==> config.mk <==
export PLATFORM = sky130hd
export DESIGN_NAME = pcrb_top
export DESIGN_NICKNAME = d
export VERILOG_FILES = /design/src/common/pcrb_pkg.sv /design/src/hdl/pcrb_edge_detect.sv /design/src/hdl/pcrb_field_decode.sv /design/src/hdl/pcrb_top.sv
export VERILOG_INCLUDE_DIRS = /design/src /design/src/common
export SDC_FILE = /design/constraint.sdc
export NUM_CORES = 1
export LEC_CHECK = 0
export BUFFER_PORTS_ARGS = -buffer_cell sky130_fd_sc_hd__buf_2
export CAP_MARGIN = 20
export CORE_MARGIN = 2
export CORE_UTILIZATION = 35
export DETAILED_ROUTE_END_ITERATION = 12
export GPL_TIMING_DRIVEN = 0
export PLACE_DENSITY = 0.51
export SYNTH_ARGS = -nofsm -noshare
export SYNTH_HDL_FRONTEND = slang
export SYNTH_SLANG_ARGS = --single-unit
==> constraint.sdc <==
create_clock -name clk_sys -period 4.7 [get_ports clk_sys]
set_clock_uncertainty 0.05 [all_clocks]
set_input_delay 0 -clock clk_sys [delete_from_list [all_inputs] [get_ports clk_sys]]
set_output_delay 0 -clock clk_sys [all_outputs]
set_load 0.02 [all_outputs]
==> src/common/pcrb_defines.svh <==
`ifndef PCRB_DEFINES_SVH
`define PCRB_DEFINES_SVH

// Register offsets, one byte each.
`define PCRB_OFS_REF_DIVIDER_LOW                 3'h0
`define PCRB_OFS_REF_DIVIDER_HIGH_AND_CONTROL    3'h1
`define PCRB_OFS_POST_DIVIDER_ONE_TWO            3'h2
`define PCRB_OFS_FEEDBACK_DIVIDER_LOW            3'h3
`define PCRB_OFS_FEEDBACK_DIVIDER_HIGH_AND_OUTPUT 3'h4
`define PCRB_OFS_LOOP_TUNING                     3'h5
`define PCRB_OFS_SHUTDOWN_AND_SYNC_CONTROL       3'h6
`define PCRB_OFS_RESERVED_TOP_BYTE               3'h7

// Bank shape and power-up value.
`define PCRB_CFG_WIDTH        64
`define PCRB_CFG_RESET        64'h0000_0000_0000_0000

// Field positions within the 64-bit bank.
`define PCRB_REF_LEN_LSB      0
`define PCRB_REF_LEN_W        12
`define PCRB_REF_SRC_BIT      12
`define PCRB_SHUTDOWN_ONE_BIT 13
`define PCRB_POST_THREE_LSB   14
`define PCRB_POST_ONE_LSB     16
`define PCRB_POST_TWO_LSB     20
`define PCRB_FBK_LEN_LSB      24
`define PCRB_FBK_LEN_W        14
`define PCRB_FBK_SRC_BIT      38
`define PCRB_CMOS_MODE_BIT    39
`define PCRB_PUMP_CODE_LSB    40
`define PCRB_RES_CODE_LSB     44
`define PCRB_CAP_SEL_BIT      46
`define PCRB_SYNC_EN_BIT      48
`define PCRB_SYNC_POL_BIT     49
`define PCRB_SHUTDOWN_TWO_BIT 53

// Serial protocol counts.
`define PCRB_BITS_PER_BYTE    4'h8

`endif

==> src/common/pcrb_pkg.sv <==
`default_nettype none
package pcrb_pkg;
	typedef enum logic [8:0] {
		PCRB_IDLE     = 9'h001,
		PCRB_DEV_ADDR = 9'h002,
		PCRB_ACK_DEV  = 9'h004,
		PCRB_REG_ADDR = 9'h008,
		PCRB_ACK_REG  = 9'h010,
		PCRB_WR_DATA  = 9'h020,
		PCRB_ACK_WR   = 9'h040,
		PCRB_RD_DATA  = 9'h080,
		PCRB_RD_ACK   = 9'h100
	} pcrb_state_t;

	typedef struct packed {
		pcrb_state_t state;
		logic [3:0]  cnt;
		logic [7:0]  shreg;
		logic [2:0]  ptr;
		logic        rw;
		logic        sda_drive;
		logic [63:0] cfg;
		logic        ref_div_in;
		logic        fbk_div_in;
		logic        sync_pulse;
	} pcrb_top_state_t;

	typedef struct packed {
		logic prev;
	} pcrb_edge_state_t;

	typedef struct packed {
		logic [3:0] pump_sel;
		logic [3:0] res_sel;
		logic       cap_large;
		logic [4:0] post_one_mod;
		logic [4:0] post_two_mod;
		logic [3:0] post_three_mod;
	} pcrb_dec_state_t;
endpackage
`default_nettype wire

==> src/hdl/pcrb_edge_detect.sv <==
`timescale 1ns/1ns
`default_nettype none
module pcrb_edge_detect #(
	parameter logic RESET_LEVEL = 1'b0
) (
	input  wire logic clk_sys,   // system clock
	input  wire logic rstn,      // synchronous reset, active low
	input  wire logic level_in,  // sampled level
	output logic      rise,      // level went 0 to 1
	output logic      fall       // level went 1 to 0
);
	import pcrb_pkg::*;

	pcrb_edge_state_t r_reg;
	pcrb_edge_state_t r_next;

	always_comb
	begin
		r_next = r_reg;
		r_next.prev = level_in;
	end

	always_ff @(posedge clk_sys)
	begin
		if (!rstn)
			r_reg <= '{prev: RESET_LEVEL};
		else
			r_reg <= r_next;
	end

	assign rise = level_in & ~r_reg.prev;
	assign fall = ~level_in & r_reg.prev;
endmodule // pcrb_edge_detect
`default_nettype wire

==> src/hdl/pcrb_field_decode.sv <==
`timescale 1ns/1ns
`default_nettype none
module pcrb_field_decode (
	input  wire logic       clk_sys,         // system clock
	input  wire logic       rstn,            // synchronous reset, active low
	input  wire logic [1:0] pump_code,       // pump current code
	input  wire logic [1:0] res_code,        // loop resistor code
	input  wire logic       cap_code,        // loop capacitor select
	input  wire logic [3:0] post_one_code,   // first post stage code
	input  wire logic [3:0] post_two_code,   // second post stage code
	input  wire logic [1:0] post_three_code, // third post stage code
	output logic      [3:0] pump_sel,        // one-hot 2.0/4.5/11.0/22.5 uA
	output logic      [3:0] res_sel,         // one-hot 400k/133k/30k/12k
	output logic            cap_large,       // 1 selects 500 pF, 0 185 pF
	output logic      [4:0] post_one_mod,    // first post modulus
	output logic      [4:0] post_two_mod,    // second post modulus
	output logic      [3:0] post_three_mod   // third post modulus
);
	import pcrb_pkg::*;

	pcrb_dec_state_t r_reg;
	pcrb_dec_state_t r_next;

	always_comb
	begin
		r_next = r_reg;
		// pump current decode
		r_next.pump_sel = 4'h1 << pump_code;
		// R08 resistor decode
		r_next.res_sel = 4'h1 << res_code;
		// capacitor select
		r_next.cap_large = cap_code;
		// modulus plus one
		r_next.post_one_mod = {1'b0, post_one_code} + 5'h01;
		r_next.post_two_mod = {1'b0, post_two_code} + 5'h01;
		// power-of-two modulus
		r_next.post_three_mod = 4'h1 << post_three_code;
	end

	always_ff @(posedge clk_sys)
	begin
		if (!rstn)
			r_reg <= '{pump_sel: 4'h1, res_sel: 4'h1, cap_large: 1'b0,
				post_one_mod: 5'h01, post_two_mod: 5'h01, post_three_mod: 4'h1};
		else
			r_reg <= r_next;
	end

	assign pump_sel       = r_reg.pump_sel;
	assign res_sel        = r_reg.res_sel;
	assign cap_large      = r_reg.cap_large;
	assign post_one_mod   = r_reg.post_one_mod;
	assign post_two_mod   = r_reg.post_two_mod;
	assign post_three_mod = r_reg.post_three_mod;
endmodule // pcrb_field_decode
`default_nettype wire

==> src/hdl/pcrb_top.sv <==
// How it works
// Host writes zero to all reserved bits.
// Reference source bit picks crystal or pin.
// Feedback source bit picks oscillator or post.
// First shutdown bit powers circuitry down.
// Second shutdown bit powers circuitry down.
// Output mode bit picks PECL or CMOS.
// Pump code decodes to four currents.
// Resistor code decodes to four resistors.
// Capacitor bit picks 185 or 500 pF.
// Reference length is twelve binary bits.
// Feedback length is fourteen binary bits.
// First two post stages divide by N+1.
// Third post stage divides by 1,2,4,8.
// Sync input ignored unless enabled.
// Polarity bit picks falling or rising edge.
// Every configuration bit clears at power-up.
// Reads return exactly what was written.
// Byte pointer advances and wraps after eight.
// Fields drive logic continuously once written.
`timescale 1ns/1ns
`default_nettype none
`include "pcrb_defines.svh"
module pcrb_top #(
	parameter logic [4:0] DEV_ADDR_HIGH = 5'h14 // arbitrary upper address bits
) (
	input  wire logic        clk_sys,                  // system clock
	input  wire logic        rstn,                     // synchronous reset, active low
	input  wire logic        scl_in,                   // serial clock level
	input  wire logic        sda_in,                   // serial data level
	output logic             sda_out,                  // serial data driven value
	output logic             sda_oe,                   // serial data drive enable
	input  wire logic        addr_sel0,                // address strap bit 0
	input  wire logic        addr_sel1,                // address strap bit 1
	input  wire logic        sync_in,                  // sync input
	input  wire logic        osc_in,                   // crystal oscillator clock
	input  wire logic        ref_pin_in,               // external reference clock
	input  wire logic        vco_in,                   // oscillator output clock
	input  wire logic        post_div_in,              // post divider output clock
	output logic             ref_div_in,               // reference divider feed
	output logic             fbk_div_in,               // feedback divider feed
	output logic [11:0]      ref_divide_length,        // reference divider length
	output logic [13:0]      feedback_divide_length,   // feedback divider length
	output logic             ref_source_select,        // 1 selects reference pin
	output logic             feedback_source_select,   // 1 selects post output
	output logic             shutdown_first,           // 1 powers first group down
	output logic             shutdown_second,          // 1 powers second group down
	output logic             cmos_output_mode,         // 1 CMOS, 0 PECL outputs
	output logic [1:0]       pump_current_code,        // pump current code
	output logic [1:0]       loop_resistor_code,       // loop resistor code
	output logic             loop_capacitor_select,    // loop capacitor select
	output logic [3:0]       post_stage_one_code,      // first post stage code
	output logic [3:0]       post_stage_two_code,      // second post stage code
	output logic [1:0]       post_stage_three_code,    // third post stage code
	output logic             sync_input_enable,        // sync enable
	output logic             sync_edge_polarity,       // 1 rising, 0 falling
	output logic [3:0]       pump_current_sel,         // one-hot current choice
	output logic [3:0]       loop_resistor_sel,        // one-hot resistor choice
	output logic             loop_cap_large,           // 1 selects 500 pF
	output logic [4:0]       post_one_modulus,         // first post modulus
	output logic [4:0]       post_two_modulus,         // second post modulus
	output logic [3:0]       post_three_modulus,       // third post modulus
	output logic             sync_event                // one-cycle sync edge pulse
);
	import pcrb_pkg::*;

	pcrb_top_state_t r_reg;
	pcrb_top_state_t r_next;

	logic scl_rise;
	logic scl_fall;
	logic sda_rise;
	logic sda_fall;
	logic sync_rise;
	logic sync_fall;
	logic start_seen;
	logic stop_seen;
	logic addr_match;
	logic [7:0] rd_byte;

	pcrb_edge_detect #(
		.RESET_LEVEL (1'b1)
	) u_scl_edge (
		.clk_sys  (clk_sys),
		.rstn     (rstn),
		.level_in (scl_in),
		.rise     (scl_rise),
		.fall     (scl_fall)
	);

	pcrb_edge_detect #(
		.RESET_LEVEL (1'b1)
	) u_sda_edge (
		.clk_sys  (clk_sys),
		.rstn     (rstn),
		.level_in (sda_in),
		.rise     (sda_rise),
		.fall     (sda_fall)
	);

	pcrb_edge_detect #(
		.RESET_LEVEL (1'b0)
	) u_sync_edge (
		.clk_sys  (clk_sys),
		.rstn     (rstn),
		.level_in (sync_in),
		.rise     (sync_rise),
		.fall     (sync_fall)
	);

	// Bus conditions: a data change while the clock is high is a start or stop.
	assign start_seen = sda_fall & scl_in;
	assign stop_seen  = sda_rise & scl_in;
	assign addr_match = (r_reg.shreg[7:1] == {DEV_ADDR_HIGH, addr_sel1, addr_sel0});

	// read back as written
	assign rd_byte = r_reg.cfg[{r_reg.ptr, 3'b000} +: 8];

	always_comb
	begin
		r_next = r_reg;
		// sync gated by enable
		// edge chosen by polarity
		r_next.sync_pulse = r_reg.cfg[`PCRB_SYNC_EN_BIT]
			& (r_reg.cfg[`PCRB_SYNC_POL_BIT] ? sync_rise : sync_fall);
		// reference source mux
		r_next.ref_div_in = r_reg.cfg[`PCRB_REF_SRC_BIT] ? ref_pin_in : osc_in;
		// feedback source mux
		r_next.fbk_div_in = r_reg.cfg[`PCRB_FBK_SRC_BIT] ? post_div_in : vco_in;
		if (stop_seen)
		begin
			r_next.state = PCRB_IDLE;
			r_next.sda_drive = 1'b0;
		end
		else if (start_seen)
		begin
			r_next.state = PCRB_DEV_ADDR;
			r_next.cnt = 4'h0;
			r_next.sda_drive = 1'b0;
		end
		else
		begin
			unique case (r_reg.state)
				PCRB_IDLE:
				begin
					r_next.sda_drive = 1'b0;
				end
				PCRB_DEV_ADDR, PCRB_REG_ADDR, PCRB_WR_DATA:
				begin
					if (scl_rise)
					begin
						r_next.shreg = {r_reg.shreg[6:0], sda_in};
						r_next.cnt = r_reg.cnt + 4'h1;
					end
					else if (scl_fall && r_reg.cnt == `PCRB_BITS_PER_BYTE)
					begin
						r_next.cnt = 4'h0;
						r_next.sda_drive = 1'b1;
						if (r_reg.state == PCRB_DEV_ADDR)
						begin
							if (addr_match)
							begin
								r_next.rw = r_reg.shreg[0];
								r_next.state = PCRB_ACK_DEV;
							end
							else
							begin
								r_next.sda_drive = 1'b0;
								r_next.state = PCRB_IDLE;
							end
						end
						else if (r_reg.state == PCRB_REG_ADDR)
						begin
							r_next.ptr = r_reg.shreg[2:0];
							r_next.state = PCRB_ACK_REG;
						end
						else
						begin
							// field live at acknowledge
							r_next.cfg[{r_reg.ptr, 3'b000} +: 8] = r_reg.shreg;
							// pointer wraps in three bits
							r_next.ptr = r_reg.ptr + 3'h1;
							r_next.state = PCRB_ACK_WR;
						end
					end
				end
				PCRB_ACK_DEV:
				begin
					if (scl_fall)
					begin
						r_next.cnt = 4'h0;
						if (r_reg.rw)
						begin
							r_next.shreg = rd_byte;
							r_next.sda_drive = ~rd_byte[7];
							r_next.state = PCRB_RD_DATA;
						end
						else
						begin
							r_next.sda_drive = 1'b0;
							r_next.state = PCRB_REG_ADDR;
						end
					end
				end
				PCRB_ACK_REG, PCRB_ACK_WR:
				begin
					if (scl_fall)
					begin
						r_next.sda_drive = 1'b0;
						r_next.cnt = 4'h0;
						r_next.state = PCRB_WR_DATA;
					end
				end
				PCRB_RD_DATA:
				begin
					if (scl_rise)
						r_next.cnt = r_reg.cnt + 4'h1;
					else if (scl_fall)
					begin
						if (r_reg.cnt == `PCRB_BITS_PER_BYTE)
						begin
							r_next.sda_drive = 1'b0;
							// advance after each byte
							r_next.ptr = r_reg.ptr + 3'h1;
							r_next.state = PCRB_RD_ACK;
						end
						else
						begin
							r_next.shreg = {r_reg.shreg[6:0], 1'b0};
							r_next.sda_drive = ~r_reg.shreg[6];
						end
					end
				end
				PCRB_RD_ACK:
				begin
					if (scl_rise)
						r_next.rw = ~sda_in;
					else if (scl_fall)
					begin
						r_next.cnt = 4'h0;
						if (r_reg.rw)
						begin
							r_next.shreg = rd_byte;
							r_next.sda_drive = ~rd_byte[7];
							r_next.state = PCRB_RD_DATA;
						end
						else
						begin
							r_next.sda_drive = 1'b0;
							r_next.state = PCRB_IDLE;
						end
					end
				end
				default:
				begin
					r_next.state = PCRB_IDLE;
					r_next.sda_drive = 1'b0;
				end
			endcase
		end
	end

	always_ff @(posedge clk_sys)
	begin
		// cleared at power-up
		if (!rstn)
			r_reg <= '{state: PCRB_IDLE, cnt: 4'h0, shreg: 8'h00, ptr: 3'h0, rw: 1'b0,
				sda_drive: 1'b0, cfg: `PCRB_CFG_RESET, ref_div_in: 1'b0,
				fbk_div_in: 1'b0, sync_pulse: 1'b0};
		else
			r_reg <= r_next;
	end

	pcrb_field_decode u_decode (
		.clk_sys         (clk_sys),
		.rstn            (rstn),
		.pump_code       (pump_current_code),
		.res_code        (loop_resistor_code),
		.cap_code        (loop_capacitor_select),
		.post_one_code   (post_stage_one_code),
		.post_two_code   (post_stage_two_code),
		.post_three_code (post_stage_three_code),
		.pump_sel        (pump_current_sel),
		.res_sel         (loop_resistor_sel),
		.cap_large       (loop_cap_large),
		.post_one_mod    (post_one_modulus),
		.post_two_mod    (post_two_modulus),
		.post_three_mod  (post_three_modulus)
	);

	// The pin is open drain: only a low is ever driven.
	assign sda_out = 1'b0;
	assign sda_oe  = r_reg.sda_drive;

	assign ref_div_in = r_reg.ref_div_in;
	assign fbk_div_in = r_reg.fbk_div_in;
	assign sync_event = r_reg.sync_pulse;

	// reference length field
	assign ref_divide_length = r_reg.cfg[`PCRB_REF_LEN_LSB +: `PCRB_REF_LEN_W];
	// feedback length field
	assign feedback_divide_length = r_reg.cfg[`PCRB_FBK_LEN_LSB +: `PCRB_FBK_LEN_W];
	assign ref_source_select      = r_reg.cfg[`PCRB_REF_SRC_BIT];
	assign feedback_source_select = r_reg.cfg[`PCRB_FBK_SRC_BIT];
	// first power-down control
	assign shutdown_first = r_reg.cfg[`PCRB_SHUTDOWN_ONE_BIT];
	// second power-down control
	assign shutdown_second = r_reg.cfg[`PCRB_SHUTDOWN_TWO_BIT];
	// output driver mode
	assign cmos_output_mode      = r_reg.cfg[`PCRB_CMOS_MODE_BIT];
	assign pump_current_code     = r_reg.cfg[`PCRB_PUMP_CODE_LSB +: 2];
	assign loop_resistor_code    = r_reg.cfg[`PCRB_RES_CODE_LSB +: 2];
	assign loop_capacitor_select = r_reg.cfg[`PCRB_CAP_SEL_BIT];
	assign post_stage_one_code   = r_reg.cfg[`PCRB_POST_ONE_LSB +: 4];
	assign post_stage_two_code   = r_reg.cfg[`PCRB_POST_TWO_LSB +: 4];
	assign post_stage_three_code = r_reg.cfg[`PCRB_POST_THREE_LSB +: 2];
	assign sync_input_enable     = r_reg.cfg[`PCRB_SYNC_EN_BIT];
	assign sync_edge_polarity    = r_reg.cfg[`PCRB_SYNC_POL_BIT];
endmodule // pcrb_top
`default_nettype wire

# After elaboration in Yosys (flattened, before gate mapping)
# Index checks and enable logic that the tools add are counted.
[word_totals]
ff_bits = 119
inputBits = 11
output_inout_bits = 76
wordCells = 160
[op_classes]
addsub = 5
n_eq_ne = 38
n_shift = 6
mux = 50
bitwise_logic = 24
reduce_logical = 17
[op_table]
columns = ["op", "count"]
rows = [
  ["69-bit 2-to-1 mux", 2],
  ["64-bit 2-to-1 mux", 2],
  ["64-bit bitwise mux", 1],
  ["8-bit by 8-bit variable shift with 64-bit output (first input constant)", 1],
  ["64-bit by 7-bit variable part select with 8-bit output", 1],
  ["8-bit by 8-bit variable part select with 64-bit output", 1],
  ["21-bit 2-to-1 mux", 3],
  ["9-bit case mux with 6 select lines", 1],
  ["9-bit 2-to-1 mux", 5],
  ["8-bit 2-to-1 mux", 5],
  ["2-bit inequality test (second input constant)", 16],
  ["8-bit case mux with 4 select lines", 1],
  ["3-bit inequality test (second input constant)", 10],
  ["10-bit AND reduction", 3],
  ["13-bit 2-to-1 mux", 2],
  ["11-bit 2-to-1 mux", 2],
  ["4-bit case mux with 5 select lines", 1],
  ["8-bit AND reduction", 2],
  ["1-bit inverter", 15],
  ["1-bit 2-to-1 mux", 13],
  ["3-bit 2-to-1 mux", 4],
  ["1-bit by 2-bit << shifter with 4-bit output (first input constant)", 3],
  ["4-bit by 1-bit adder with 5-bit output (second input constant)", 2],
  ["1-bit AND", 9],
  ["other kinds (31)", 35],
]

# Logic depth before layout (Yosys ltp)
[depth]
word_depth = 8
mapped_depth = 11
mapped_depth_nobuf = 8

# Cells and area by module
# From an unflattened synthesis, not the netlist that was laid out.
[unflattened]
cells_unflattened = 689
area_unflattened_um2 = 6187.2
[modules_own_cells]
columns = ["mod", "instances", "cells_each", "area_each_um2", "seq_area_each_um2"]
rows = [
  ["pcrb_top", 1, 613, 5361.4, 1861.8],
  ["pcrb_field_decode", 1, 64, 709.4, 460.4],
  ["pcrb_edge_detect", 3, 4, 38.8, 20.0],
]

# Worst setup path after synthesis
# No wires, ideal clock.
[synth_path]
path_type = "flip-flop to flip-flop"
startpoint = "reg r_reg[70] (netlist bit)"
endpoint = "reg r_reg[61] (netlist bit)"
setup_time_ns = 0.070
arrival_time_ns = 2.852
required_ns = 4.580
setup_slack_ns = 1.727
stages_incl_launch_ff = 12
path_buffers = 3
synth_period_minus_slack_ns = 2.973
cell_sequence = "dfxtp_1 -> clkbuf_1 -> buf_1 -> inv_1 -> ha_1 -> ha_1 -> nor3_1 -> nor3b_1 -> and2_1 -> clkbuf_1 -> nand3_1 -> a21oi_1"
[synth_between]
elab_chain_cells = 3
elab_cells_between_ends = 4
classes_between = "1 x add/sub; 2 x shift; 1 x mux"
[synth_rtl]
columns = ["item", "line_no", "source"]
rows = [
  ["from (decl)", "pcrb_top.sv:67", "pcrb_top_state_t r_reg;"],
  ["from (signal assigned)", "pcrb_top.sv:267", "r_reg <= '{state: PCRB_IDLE, cnt: 4'h0, shreg: 8'h00, ptr: 3'h0, rw: 1'b0,"],
  ["from (signal assigned)", "pcrb_top.sv:271", "r_reg <= r_next;"],
  ["6-bit negator with 8-bit output *", "pcrb_top.sv:180", "r_next.cfg[{r_reg.ptr, 3'b000} +: 8] = r_reg.shreg;"],
  ["8-bit by 8-bit variable part select with 64-bit output or 8-bit by 8-bit variable shift with 64-bit output (tied branches)", "pcrb_top.sv:180", ""],
  ["64-bit bitwise mux *", "pcrb_top.sv:180", ""],
]
# Every way passes the cells marked *; elsewhere a longest branch is shown, timed or not.
# A chain may end at the register's enable or synchronous reset.

# Final worst setup path
[layout_path]
startpoint = "reg r_reg[70] (netlist bit)"
endpoint = "reg r_reg, in the netlist shutdown_second"
# The elaborated chain is that of the path after synthesis.

==> run_results.csv <==
group,metric,value,unit
cells_and_area,fillers,1709,
logic_synthesis,synthTopCellsByArea,"dfxtp_1, mux4_2, mux2i_1",
clocking,clk_latency,430,ps
cells_and_area,diodes,0,
floorplan,die_h,135,µm
sta,setup_ws,462,ps
power,ir_drop,0.000242,V
logic_synthesis,ys_seq_area_share,39.5,%
power,pwr-share-seq,43.2,%
place,place_ws,636,ps
route,ant_nets,0,
logic_synthesis,post_synth_fa_ha_maj_area_fraction,2.07,%
sta,max_freq,236,MHz
logic_synthesis,yosysWarnings,0,
logic_synthesis,synthArstFlopShare,0,%
floorplan,coreArea,17100,µm²
cells_and_area,final_layout_size_suffix_gt1_share,24.5,%
cells_and_area,multi_input_area,3090,µm²
logic_synthesis,synth_compound_area_share,11.1,%
cells_and_area,utilization,43.3,%
route,dr.pass1.iters,5,
power,p_clk_share,53.0,%
grt,track_usage,21.6,%
sta,hold_viol_final,0,
hold_path,min_path_type,"primary input to register",
power,sw_frac_of_total,23.6,%
logic_synthesis,netlist.area_leader.share,39.5,%
floorplan,row_count,48,
run,cap_violations,0,
route,wl,19400,µm
floorplan,dieArea,18300,µm²
clocking,cts_buffers,17,
worst_setup_path,cp.arrival,4520,ps
logic_synthesis,ys.flop_type,"dfxtp_1",
floorplan,io_pins,87,
place,gp_congestion,0.894,
sta,tightest_slew,1110,ps
sta,min_period,4240,ps
route,route.detailed.drc,0,
logic_synthesis,synthesis.area,6030,µm²
worst_setup_path,path_max_fanout,10,
logic_synthesis,synthSimpleGateAreaFrac,24.2,%
clocking,ctsResizeCount,0,
cells_and_area,largest_register_ffs,41,
worst_setup_path,critPathLaunch,"r_reg[70]",
power,power_switching,555,µW
sta,hold_slack,42.6,ps
clocking,clk_pin_slew,60,ps
logic_synthesis,synth-seq-cells,119,
cells_and_area,area_growth,22.5,%
place,dpl.hpwl,14100,µm
logic_synthesis,postSynthAreaPerCell,8.78,µm²
sta,fin_tns_setup,0,ps
clocking,numClockSinks,119,
hold_path,worstHoldStart,"scl_in",
clocking,cts_tree,"yes",
worst_setup_path,critical_path_class,"register to register",
power,pwr_density_cell,319,nW/µm²
logic_synthesis,synth_xor_area_share,1.60,%
grt,grt_pass1_vias,5316,
sta,drv_slew,0,
grt,grt_start_max_net_pins,17,
logic_synthesis,yosysMostFrequentCell,"dfxtp_1",
worst_setup_path,crit_path_start_kind,"register",
cells_and_area,ff_latch_area,2380,µm²
place,portBuffers,84,
floorplan,fp.dieW,135,µm
grt,antenna_found_initial,0,
clocking,clk_path_buf_depth,2,
sta,relSlewSlack,25.5,%
clocking,postCtsSetupBuffers,0,
logic_synthesis,synth_mux_area_share,12.2,%
logic_synthesis,yosysUniqueCellTypes,65,
route,wl_per_cell,18.7,µm
worst_setup_path,setup.worst_path.end_class,"register",
power,p_int,1800,µW
cells_and_area,nets,819,
power,pwr-share-comb,3.8,%
logic_synthesis,synth_top_family_by_area,"simple AND/OR/NAND/NOR gates",
grt,gr-total-overflow,0,
route,viasPerCell,5.38,
sta,rsz0062_at_grt,"no",
route,first_iter_violations,459,
clocking,root_buffer,"clkbuf_16",
sta,finalSetupViolCount,0,
power,p_leak,0.00292,µW
logic_synthesis,netlist_instances,687,
outcome,status,"finished, final reports clean",
logic_synthesis,synthTopCellsByCount,"dfxtp_1, nand2_1, a21oi_1",
clocking,htree_levels,4,
worst_setup_path,r2r_start,"r_reg[70]",
route,vias,5577,
logic_synthesis,synth_edf_count,0,
sta,min_period_over_period,90.2,%
worst_setup_path,cp.required,4990,ps
logic_synthesis,yosys.area.top_type,"dfxtp_1",
grt,grt_pass1_wl,29800,µm
floorplan,initial_utilization,35.4,%
logic_synthesis,synth_nets,708,
power by group through the flow:
stage / clock [µW] / combinational [µW] / sequential, µW
2_1_floorplan: 0 / 52.0 / 1040
3_3_place_gp: 0 / 82.9 / 1040
3_5_place_dp: 0 / 82.0 / 1040
4_1_cts: 1270 / 87.5 / 1020
5_1_grt: 1330 / 96.2 / 1020
6_report: 1250 / 88.6 / 1020
cell usage in the layout, fill, tap and decap left out, drive strengths merged, types with 3 or more instances in the layout:
master / netlist / routed
ha: 10 / 10
and2: 8 / 8
nand3: 42 / 42
a31oi: 3 / 3
nor3b: 7 / 7
inv: 7 / 9
buf: 57 / 141
and3: 9 / 9
nor2: 49 / 49
o31ai: 3 / 3
nand2: 76 / 76
o21ai: 29 / 29
mux4: 16 / 16
nor2b: 7 / 7
xnor2: 4 / 4
nand4: 29 / 29
nor4: 4 / 4
o21a: 3 / 3
clkbuf: 34 / 54
a21oi: 63 / 63
dfxtp: 119 / 119
or3: 5 / 5
mux2i: 35 / 35
or4: 3 / 3
dlygate4sd3: 0 / 8
nand2b: 4 / 4
clkinvlp: 0 / 6
nor3: 17 / 17
nor4b: 4 / 4
and4: 4 / 4
o211ai: 4 / 4
nand4b: 3 / 3
xor2: 7 / 7
clkinv: 1 / 4
per-stage QoR:
stage               total power [µW]  cells  cell area (µm²)
floorplan                       1090    687             6030
global placement                1120    996             6740
detailed placement              1120    996             6740
CTS                             2370   1036             7390
global route                    2440   1036             7390
finish                          2350   1036             7390
critical path, cell delays in order (launching register included):
cell and delay (ps):
dfxtp_1 390, clkbuf_1 530, buf_1 630, inv_1 190, ha_1 240, ha_1 300, nor3_1 290, nor3b_1 580
and2_1 210, clkbuf_1 390, nand3_1 150, a21oi_1 180
what timing repair did:
action	in CTS	in global routing
hold buffers	8	0
setup endpoints to repair	0	0
endpoints found under the hold margin	9	0
cell families (layout without fill, tap and decap cells):
| family | count (synthesis) | count (layout) |
|---|---|---|
| muxes | 53 | 53 |
| buffers and inverters | 99 | 223 |
| xor gates and xnor gates | 11 | 11 |
| adders and majority gates | 10 | 10 |
| other | 1 | 1 |
| AOI/OAI and AO/OA | 117 | 117 |
| and+or+nand+nor | 277 | 277 |
| DFF | 119 | 119 |
worst paths after layout:
kind | endpoint | slack (ps) | depth (start not counted)
setup / recovery | shutdown_second | 460 | 11
hold / removal | r_reg[85] | 40 | 4
setup reg to reg | shutdown_second | 460 | 11
hold reg to reg | r_reg[57] | 400 | 2
cell type report:
| cell class | instances | share of cell area, % |
|---|---|---|
| Buffer | 91 | 7.19 |
| Clock buffer | 20 | 6.18 |
| Clock inverter | 12 | 1.61 |
| Inverter | 8 | 0.406 |
| Multi-Input combinational cell | 469 | 41.8 |
| Sequential cell | 119 | 32.2 |
| Tap cell | 225 | 3.81 |
| Timing Repair Buffer | 92 | 6.77 |
per-layer routing:
layer  routed length (µm)  GRT usage [%]
met1                 8570           28.7
met3                 1280           4.94
met4                  538           10.2
met2                 8970           33.3
met5                    0              0
(Power assumes the default switching activity.)
